<file path="src/include/cirb_pkg.sv">
// Constants, register map and types shared by the inquiry register bank
package cirb_pkg;
   // Clock and reinitialisation timing
   localparam int CLK_PERIOD_NS = 100;
   localparam int CAM_RESET_NS  = 1000;
   localparam int CAM_RESET_CYC = (CAM_RESET_NS + CLK_PERIOD_NS - 1) / CLK_PERIOD_NS;
   localparam int CNT_W         = 4;

   // Address layout of a 1394 register request
   localparam int BUS_ID_W  = 10;
   localparam int NODE_ID_W = 6;
   localparam int OFS_W     = 48;
   localparam int WIN_BITS  = 12;
   localparam int CHAN_W    = 2;
   localparam logic [OFS_W-1:0] INQ_BASE = 48'hFFFF_F0F0_0000;

   // Byte offsets from the inquiry base
   localparam logic [WIN_BITS-1:0] OFS_INIT = 12'h000;
   localparam logic [WIN_BITS-1:0] OFS_FMT  = 12'h100;
   localparam logic [WIN_BITS-1:0] OFS_F0   = 12'h180;
   localparam logic [WIN_BITS-1:0] OFS_F1   = 12'h184;
   localparam logic [WIN_BITS-1:0] OFS_F2   = 12'h188;
   localparam logic [WIN_BITS-1:0] OFS_F7   = 12'h19C;

   // Bit 0 is the quadlet MSB, so bit n sits at vector index QUAD_MSB - n
   localparam int QUAD_MSB = 31;
   localparam int INIT_BIT = 0;
   localparam int INIT_POS = QUAD_MSB - INIT_BIT;

   // Inquiry contents, MSB-first bit numbering already applied
   localparam logic [31:0] ZERO_WORD = 32'h0000_0000;
   localparam logic [31:0] FMT_VAL   = 32'hE100_0000;
   localparam logic [31:0] F0_MONO   = 32'h4600_0000;
   localparam logic [31:0] F0_COLOUR = 32'h5600_0000;
   localparam logic [31:0] F1_MONO   = 32'h2700_0000;
   localparam logic [31:0] F1_COLOUR = 32'hB700_0000;
   localparam logic [31:0] F2_MONO   = 32'h2200_0000;
   localparam logic [31:0] F2_COLOUR = 32'hA200_0000;
   localparam logic [31:0] F7_MONO   = 32'h8000_0000;
   localparam logic [31:0] F7_COLOUR = 32'hC000_0000;

   // Protected factory channel
   localparam logic [CHAN_W-1:0] FACTORY_CHANNEL = 2'h0;

   typedef enum logic [1:0] {SEQ_BOOT, SEQ_IDLE, SEQ_RESET, SEQ_LOAD} cirb_seq_state_t;
endpackage : cirb_pkg

</file>
<file path="src/rtl/cirb_top.sv">
// Camera inquiry register bank answering 1394 quadlet requests
`timescale 1ns/1ps
// Functional notes
// RULE1: Initialize bit resets camera, frees lock, reloads
// RULE2: Initialize bit clears itself after being set
// RULE3: Decode from bus ID, node ID, fixed base
// RULE4: Register address is base plus byte offset
// RULE5: Bit 0 is the quadlet MSB
// RULE6: Format inquiry: bits 0,1,2,7 set
// RULE7: Mode bit reads 1 only when supported
// RULE8: Format 0 modes 1,5,6; colour adds 3
// RULE9: Format 1 modes 2,5,6,7; colour adds 0,3
// RULE10: Format 2 modes 2,6; colour adds 0
// RULE11: Format 7 mode 0; colour adds 1
// RULE12: Host rechecks settings after leaving Format 7
// RULE13: Host rechecks settings after entering Format 7
// RULE14: Configuration ROM follows camera register standard
// RULE15: Unmapped reads return zero, writes ignored
// RULE16: Reinit loads startup channel, factory by default
// RULE17: Parameter selects monochrome or colour contents
module cirb_top
   import cirb_pkg::*;
#(
   parameter bit COLOUR_VARIANT = 1'b0
) (
   input  wire logic                 mclk,
   input  wire logic                 reset_n,
   input  wire logic [BUS_ID_W-1:0]  local_bus_id,
   input  wire logic [NODE_ID_W-1:0] local_node_id,
   input  wire logic                 req_valid,
   input  wire logic                 req_write,
   input  wire logic [BUS_ID_W-1:0]  req_bus_id,
   input  wire logic [NODE_ID_W-1:0] req_node_id,
   input  wire logic [OFS_W-1:0]     req_offset,
   input  wire logic [31:0]          req_wdata,
   input  wire logic [CHAN_W-1:0]    startup_channel,
   input  wire logic                 load_done,
   output logic                      rsp_valid,
   output logic [31:0]               rsp_rdata,
   output logic                      cam_reset_n,
   output logic                      lock_release,
   output logic                      load_req,
   output logic [CHAN_W-1:0]         load_channel,
   output logic                      init_busy
);
   // Inquiry contents chosen per variant at build time
   localparam logic [31:0] F0_VAL = COLOUR_VARIANT ? F0_COLOUR : F0_MONO; // RULE17
   localparam logic [31:0] F1_VAL = COLOUR_VARIANT ? F1_COLOUR : F1_MONO; // RULE17
   localparam logic [31:0] F2_VAL = COLOUR_VARIANT ? F2_COLOUR : F2_MONO; // RULE17
   localparam logic [31:0] F7_VAL = COLOUR_VARIANT ? F7_COLOUR : F7_MONO; // RULE17

   logic                rst_n;
   logic                node_hit;
   logic                in_window;
   logic [WIN_BITS-1:0] rel_ofs;
   logic                req_taken;
   logic                init_write;
   logic [31:0]         read_word;
   logic                init_reg;
   logic                init_next;
   logic                seq_ack;

   // Reset release through two flops
   cirb_rst_sync u_rst_sync (
      .mclk       (mclk),
      .reset_n    (reset_n),
      .rst_n_sync (rst_n)
   );

   // Request addressed to this node, split into window and byte offset
   assign node_hit  = (req_bus_id == local_bus_id) && (req_node_id == local_node_id); // RULE3
   assign in_window = (req_offset[OFS_W-1:WIN_BITS] == INQ_BASE[OFS_W-1:WIN_BITS]); // RULE3
   assign rel_ofs   = req_offset[WIN_BITS-1:0]; // RULE4
   assign req_taken = req_valid && node_hit;

   // Only a write with the MSB-numbered bit 0 set starts a reinitialisation
   assign init_write = req_taken && req_write && in_window
                       && (rel_ofs == OFS_INIT) && req_wdata[INIT_POS]; // RULE1 RULE5

   // Read decode; anything not listed answers zero
   always_comb begin
      read_word = ZERO_WORD; // RULE15
      if (in_window) begin
         case (rel_ofs) // RULE4
            OFS_INIT: read_word = {init_reg, {QUAD_MSB{1'b0}}}; // RULE2 RULE5
            OFS_FMT:  read_word = FMT_VAL; // RULE6
            OFS_F0:   read_word = F0_VAL; // RULE7 RULE8
            OFS_F1:   read_word = F1_VAL; // RULE7 RULE9
            OFS_F2:   read_word = F2_VAL; // RULE7 RULE10
            OFS_F7:   read_word = F7_VAL; // RULE7 RULE11
            default:  read_word = ZERO_WORD; // RULE15
         endcase
      end
   end

   // Answer one cycle after each request for this node; writes answer zero
   always_ff @(posedge mclk or negedge rst_n) begin
      if (!rst_n) begin
         rsp_valid <= 1'b0;
      end else begin
         rsp_valid <= req_taken; // RULE3
      end
   end

   // Read data register; write answers carry no data
   always_ff @(posedge mclk or negedge rst_n) begin
      if (!rst_n) begin
         rsp_rdata <= ZERO_WORD;
      end else if (req_taken) begin
         rsp_rdata <= req_write ? ZERO_WORD : read_word; // RULE15
      end
   end

   // Initialize bit: a new write wins over the self clear
   always_comb begin
      init_next = init_reg;
      if (seq_ack) begin
         init_next = 1'b0; // RULE2
      end
      if (init_write) begin
         init_next = 1'b1; // RULE1
      end
   end

   // Initialize bit storage
   always_ff @(posedge mclk or negedge rst_n) begin
      if (!rst_n) begin
         init_reg <= 1'b0;
      end else begin
         init_reg <= init_next;
      end
   end

   // Reinitialisation sequence and startup channel load
   cirb_init_seq u_init_seq (
      .mclk            (mclk),
      .rst_n           (rst_n),
      .start           (init_reg),
      .startup_channel (startup_channel),
      .load_done       (load_done),
      .start_ack       (seq_ack),
      .cam_reset_n     (cam_reset_n),
      .lock_release    (lock_release),
      .load_req        (load_req),
      .load_channel    (load_channel),
      .busy            (init_busy)
   );
endmodule : cirb_top

</file>
<file path="src/rtl/cirb_rst_sync.sv">
// Reset synchroniser: asynchronous assertion, release through two flops
`timescale 1ns/1ps
module cirb_rst_sync (
   input  wire logic mclk,
   input  wire logic reset_n,
   output logic      rst_n_sync
);
   logic stage1_reg;

   // Flops take only constants under reset; second flop alone reads the first
   always_ff @(posedge mclk or negedge reset_n) begin
      if (!reset_n) begin
         stage1_reg <= 1'b0;
         rst_n_sync <= 1'b0;
      end else begin
         stage1_reg <= 1'b1;
         rst_n_sync <= stage1_reg;
      end
   end
endmodule : cirb_rst_sync

</file>
<file path="src/rtl/cirb_init_seq.sv">
// Reinitialisation sequencer: camera reset pulse, lock release, settings load
`timescale 1ns/1ps
module cirb_init_seq
   import cirb_pkg::*;
(
   input  wire logic              mclk,
   input  wire logic              rst_n,
   input  wire logic              start,
   input  wire logic [CHAN_W-1:0] startup_channel,
   input  wire logic              load_done,
   output logic                   start_ack,
   output logic                   cam_reset_n,
   output logic                   lock_release,
   output logic                   load_req,
   output logic [CHAN_W-1:0]      load_channel,
   output logic                   busy
);
   cirb_seq_state_t state_reg;
   logic [CNT_W-1:0] cnt_reg;
   logic [CNT_W-1:0] low_len_reg;

   // Handshakes decoded from state
   assign start_ack = (state_reg == SEQ_IDLE) && start;
   assign load_req  = (state_reg == SEQ_LOAD);
   assign busy      = (state_reg != SEQ_IDLE);

   // Sequence: boot load, then reset pulse and load on each request
   always_ff @(posedge mclk or negedge rst_n) begin
      if (!rst_n) begin
         state_reg <= SEQ_BOOT;
      end else begin
         case (state_reg)
            SEQ_BOOT:  state_reg <= SEQ_LOAD;
            SEQ_IDLE:  if (start) state_reg <= SEQ_RESET;
            SEQ_RESET: if (cnt_reg == '0) state_reg <= SEQ_LOAD;
            SEQ_LOAD:  if (load_done) state_reg <= SEQ_IDLE;
            default:   state_reg <= SEQ_IDLE;
         endcase
      end
   end

   // Reset pulse width counter and pulse output
   always_ff @(posedge mclk or negedge rst_n) begin
      if (!rst_n) begin
         cnt_reg     <= '0;
         cam_reset_n <= 1'b1;
      end else if (start_ack) begin
         cnt_reg     <= CNT_W'(CAM_RESET_CYC - 1);
         cam_reset_n <= 1'b0; // RULE1
      end else if (state_reg == SEQ_RESET) begin
         cnt_reg <= cnt_reg - 1'b1;
         if (cnt_reg == '0) begin
            cam_reset_n <= 1'b1;
         end
      end
   end

   // One-cycle lock release with each reinitialisation
   always_ff @(posedge mclk or negedge rst_n) begin
      if (!rst_n) begin
         lock_release <= 1'b0;
      end else begin
         lock_release <= start_ack; // RULE1
      end
   end

   // Startup channel is caught at boot and at each reinitialisation
   always_ff @(posedge mclk or negedge rst_n) begin
      if (!rst_n) begin
         load_channel <= FACTORY_CHANNEL; // RULE16
      end else if (state_reg == SEQ_BOOT || start_ack) begin
         load_channel <= startup_channel; // RULE16
      end
   end

   // Helper for checks: length of the reset pulse
   always_ff @(posedge mclk or negedge rst_n) begin
      if (!rst_n) begin
         low_len_reg <= '0;
      end else if (!cam_reset_n) begin
         low_len_reg <= low_len_reg + 1'b1;
      end else begin
         low_len_reg <= '0;
      end
   end
endmodule : cirb_init_seq

</file>
<file path="config.mk">
export PLATFORM = sky130hd
export DESIGN_NAME = cirb_top
export DESIGN_NICKNAME = d
export VERILOG_FILES = /design/src/include/cirb_pkg.sv /design/src/rtl/cirb_top.sv /design/src/rtl/cirb_rst_sync.sv /design/src/rtl/cirb_init_seq.sv
export SDC_FILE = /design/constraint.sdc
export NUM_CORES = 1
export LEC_CHECK = 0
export BUFFER_PORTS_ARGS = -buffer_cell sky130_fd_sc_hd__buf_2
export CAP_MARGIN = 40
export CORE_ASPECT_RATIO = 0.75
export CORE_MARGIN = 5
export CORE_UTILIZATION = 34
export CTS_BUF_LIST = sky130_fd_sc_hd__clkbuf_16
export CTS_CLUSTER_DIAMETER = 200
export DETAILED_ROUTE_END_ITERATION = 8
export PLACE_DENSITY_LB_ADDON = 0.12
export SYNTH_ARGS = -nofsm -noshare
export SYNTH_HDL_FRONTEND = slang
export SYNTH_SLANG_ARGS = --single-unit
</file>
<file path="constraint.sdc">
create_clock -name mclk -period 0.8 [get_ports mclk]
set_input_delay 0 -clock mclk [delete_from_list [all_inputs] [get_ports mclk]]
set_output_delay 0 -clock mclk [all_outputs]
set_load 0.005 [all_outputs]
</file>
==> results.txt <==
- The run finished, with violations left.
* Violated checks: negative setup slack
- Number of buffers created by CTS: 3
* Std cell rows: 20
- End-of-flow core utilization: 60.2%
* Latest clock arrival within the worst-skew pair: 0.25 ns
- Total gr overflow: 0
- With fillers left out, the area of the finished cells amounts to 0.00239 mm².
- Skew final: 0.00282 ns
- TritonCTS built the clock tree.
- The worst setup path is launched from an input port.
- The initial utilization of the core area, before any placement, comes to 34.6%.
- The number of antenna violations at the first check in global routing is 0.
- The tightest min-delay check is of the in -> reg type.
- Startpoint of the worst hold path: load_done
* Proportion of total power due to net switching: 27.8%
* CTS Buffer Depth: 2
* Worst setup timing slack at the placement stage: -0.890 ns
- Crit path DAT: 1.49 ns
- Area of combinational cells with multiple inputs: 918 µm²
- Gate power share: 34.4%
- Total GRT Usage: 14.8%
- The register with the most flip-flops in the layout has 6 of them.
- Entering global routing, the biggest net connects 19 pins.
* DRC violation count after routing: 0
- The repair_antennas step left the layout with diodes totalling 0.
- Cells with a size suffix above 1 make up 58.4% of the layout.
* Worst-path clk slew: 0.05 ns
- For the worst setup path, the data required time is 0.93 ns.
- Number of cells on the worst reg-to-reg path: 5
- Synthesis warning total: 0
- After detailed routing, the total wire length is 4030 µm.
- Leak: 1.22 nW
- Area of the mapped netlist: 0.00138 mm²
- After detailed placement, the total cell area comes to 0.00205 mm².
- Dividing the detail-routed wire length by the instance count gives 12.2 µm.
* Gp weighted congestion: 0.779
- Worst setup path start: local_bus_id[0]
* H-tree depth: 1
- Final period util: 170%
- Final-layout fill cell count: 364
- Synthesized area per cell: 9.49 µm²
* Number of nets still failing antenna checks after routing: 0
- The worst setup path is of the in -> reg kind.
- Count of maximum capacitance violations: 0
- Setup-failing EPs final: 21
* Avg Vias per Cell: 4.31
- At the end of the flow, the number of nets in the layout was 395.
* Total power divided by cell area: 1530 mW/mm²
* Vias in the first global route: 1504
* Sequential cell area: 504 µm²
- Counting flops and latches in the post-synthesis netlist gives 20.
- Setup repair after global routing could not meet its margin everywhere.
- Final Critical Period: 1.36 ns
- Counting distinct cell types in the post-synthesis netlist gives 31.
- From bottom edge to top edge, the die measures 65.1 µm.
* Number of I/O pins: 158
- Counting instances, the worst hold path has a depth of 4.
* Timing-limited maximum frequency: 736 MHz
- Count of clock tree sinks: 20
* Worst-path maximum fanout: 7
- DR vias: 1417
- Psw: 1.01 mW
* Clock share of power: 27.5%
- After layout, the worst setup slack is -0.559 ns.
* Number of max-slew violations in the final report: 0
- Clock root cell: sky130_fd_sc_hd__clkbuf_16
- Of the total power, registers draw 38.2%.
- Once detailed placement completed, the half-perimeter wirelength came to 3360 µm.
- Critical register-to-register path startpoint: u_init_seq.state_reg[1]
- STA classifies the critical path endpoint as a flip-flop.
* Synth-to-layout area growth: 73.9%
* Count of final hold-check violations: 0
* Die Width: 83.5 µm
- Input and output buffers added on the ports amount to 100.
- DRT iter0 DRCs: 37
- Sequential share of the synthesized area: 36.5%
* Core box area: 0.00398 mm²
* First-pass GRT wire length: 6530 µm
- Mapped Cells: 145
* TritonRoute pass-1 iters: 4
- Max rail drop VDD: 0.000803 V
- Overall die area: 0.00543 mm²
* Internal Pwr Total: 2.64 mW
[layer usage]
metal / up-vias / track usage [%] / wire, µm
li1: 722 / - / -
met1: 630 / 17.5 / 1560
met5: - / 0 / 0
met4: 0 / 3.61 / 27
met2: 63 / 25.2 / 2010
met3: 2 / 6.27 / 427
[area by class of cell]
cell class	count	share of cell area, %
clock buffer	3	3.14
clock inverter	1	0.157
inverter	4	0.732
multi-input combinational	118	38.4
sequential	20	21.1
tap	55	2.88
timing repair buffer	128	33.7
[synthesized netlist by cell type]
library cell                n  area share [%]
sky130_fd_sc_hd__a31oi_1    3             1.4
sky130_fd_sc_hd__clkbuf_1   1            0.27
sky130_fd_sc_hd__nand3_1    3             1.1
sky130_fd_sc_hd__mux2_2     2             1.6
sky130_fd_sc_hd__nor2b_1    1            0.45
sky130_fd_sc_hd__inv_1      4             1.1
sky130_fd_sc_hd__dfstp_2    1             1.9
sky130_fd_sc_hd__dfrtp_1   19              35
sky130_fd_sc_hd__buf_4     26              14
sky130_fd_sc_hd__xnor2_1    9             5.7
sky130_fd_sc_hd__mux2_1     6             4.9
sky130_fd_sc_hd__buf_6      1            0.82
sky130_fd_sc_hd__nor4_2     1            0.91
sky130_fd_sc_hd__or4_1      3             1.6
sky130_fd_sc_hd__and2_1     2            0.91
sky130_fd_sc_hd__ha_1       1            0.91
sky130_fd_sc_hd__nand4b_1   2             1.3
sky130_fd_sc_hd__a21oi_1    4             1.5
sky130_fd_sc_hd__nor3_1     4             1.5
sky130_fd_sc_hd__nand2b_1   3             1.4
sky130_fd_sc_hd__xor2_1    10             6.4
sky130_fd_sc_hd__nor2_1     4             1.1
sky130_fd_sc_hd__or4_4      1            0.82
sky130_fd_sc_hd__conb_1     2            0.55
sky130_fd_sc_hd__nor4_1    10             4.5
sky130_fd_sc_hd__nor4b_1    2             1.3
sky130_fd_sc_hd__or2_2      1            0.45
sky130_fd_sc_hd__nand2_1    8             2.2
sky130_fd_sc_hd__o31ai_1    1            0.55
sky130_fd_sc_hd__nand4_1    7             3.2
sky130_fd_sc_hd__o21ai_0    3             1.1
[worst paths after layout]
check	slack, ns	end
max in group asynchronous	0.39	u_init_seq.cam_reset_n
min reg2reg	0.20	u_init_seq.cnt_reg[1]
min	0.04	u_init_seq.state_reg[1]
max reg2reg	-0.36	u_init_seq.cnt_reg[0]
max	-0.56	rsp_rdata[25]
min in group asynchronous	0.07	u_rst_sync.stage1_reg
[per-stage QoR]
| stage | hold slack, ns | power, mW | std cells | TNS [ns] |
|---|---|---|---|---|
| 3_3_place_gp | -0.212 | 2.36 | 318 | -8.75 |
| 2_1_floorplan | -0.296 | 1.94 | 170 | -6.68 |
| 4_1_cts | 0.0247 | 3.58 | 328 | -7.27 |
| 3_5_place_dp | -0.212 | 2.38 | 318 | -8.76 |
| 6_report | 0.0387 | 3.65 | 329 | -7.34 |
| 5_1_grt | 0.0711 | 3.91 | 329 | -8.44 |
[what timing repair did]
item                       in CTS  in global routing
setup endpoints to repair      22                 23
resized for setup              24                 13
hold endpoints to repair        4                  0
pin swaps                       3                  2
setup buffers                   3                  1
hold buffers                    3                  0
[worst max-delay path, cell delays in order]
cell and delay [ns]:
sky130_fd_sc_hd__buf_2 0.11, sky130_fd_sc_hd__xor2_1 0.15, sky130_fd_sc_hd__nor4_1 0.27, sky130_fd_sc_hd__nand2_1 0.10, sky130_fd_sc_hd__or4_4 0.51, sky130_fd_sc_hd__mux2_1 0.34
[cells in the final DEF (no fill, tap or decap), types with 3 or more instances in the layout]
master | Yosys | layout
sky130_fd_sc_hd__a31oi_1 | 3 | 3
sky130_fd_sc_hd__buf_2 | 0 | 93
sky130_fd_sc_hd__conb_1 | 2 | 27
sky130_fd_sc_hd__buf_4 | 26 | 18
sky130_fd_sc_hd__mux2_1 | 6 | 5
sky130_fd_sc_hd__clkbuf_16 | 0 | 3
sky130_fd_sc_hd__inv_1 | 4 | 4
sky130_fd_sc_hd__xnor2_1 | 9 | 9
sky130_fd_sc_hd__dlygate4sd3_1 | 0 | 3
sky130_fd_sc_hd__nor4_2 | 1 | 3
sky130_fd_sc_hd__xor2_1 | 10 | 10
sky130_fd_sc_hd__nand4_1 | 7 | 7
sky130_fd_sc_hd__nor4_4 | 0 | 4
sky130_fd_sc_hd__or4_4 | 1 | 3
sky130_fd_sc_hd__nor4_1 | 10 | 4
sky130_fd_sc_hd__nor3_1 | 4 | 4
sky130_fd_sc_hd__mux2_4 | 0 | 3
sky130_fd_sc_hd__buf_6 | 1 | 12
sky130_fd_sc_hd__dfrtp_1 | 19 | 17
sky130_fd_sc_hd__nand2_1 | 8 | 8
[power groups by stage]
stage | combinational, mW | sequential, mW | clock [mW]
floorplan | 0.532 | 1.40 | 0
global placement | 0.965 | 1.39 | 0
detailed placement | 0.976 | 1.40 | 0
CTS | 1.16 | 1.38 | 1.04
global route | 1.40 | 1.43 | 1.08
finish | 1.26 | 1.39 | 1.00
[logic make-up (layout without fill, tap and decap cells)]
group                    after synthesis  count (layout)  share of synthesized area [%]
XOR/XNOR                              19              19                           12.1
adder cells (fa/ha/maj)                1               1                          0.909
other                                  2              27                          0.546
AO/OA/AOI/OAI                         11              11                           4.45
AND/OR/NAND/NOR                       52              52                           22.6
flip-flops                            20              20                           36.5
multiplexers                           8               8                           6.54
buffers and inverters                 32             136                           16.4
Note: power is estimated with default switching activity, not from simulation.
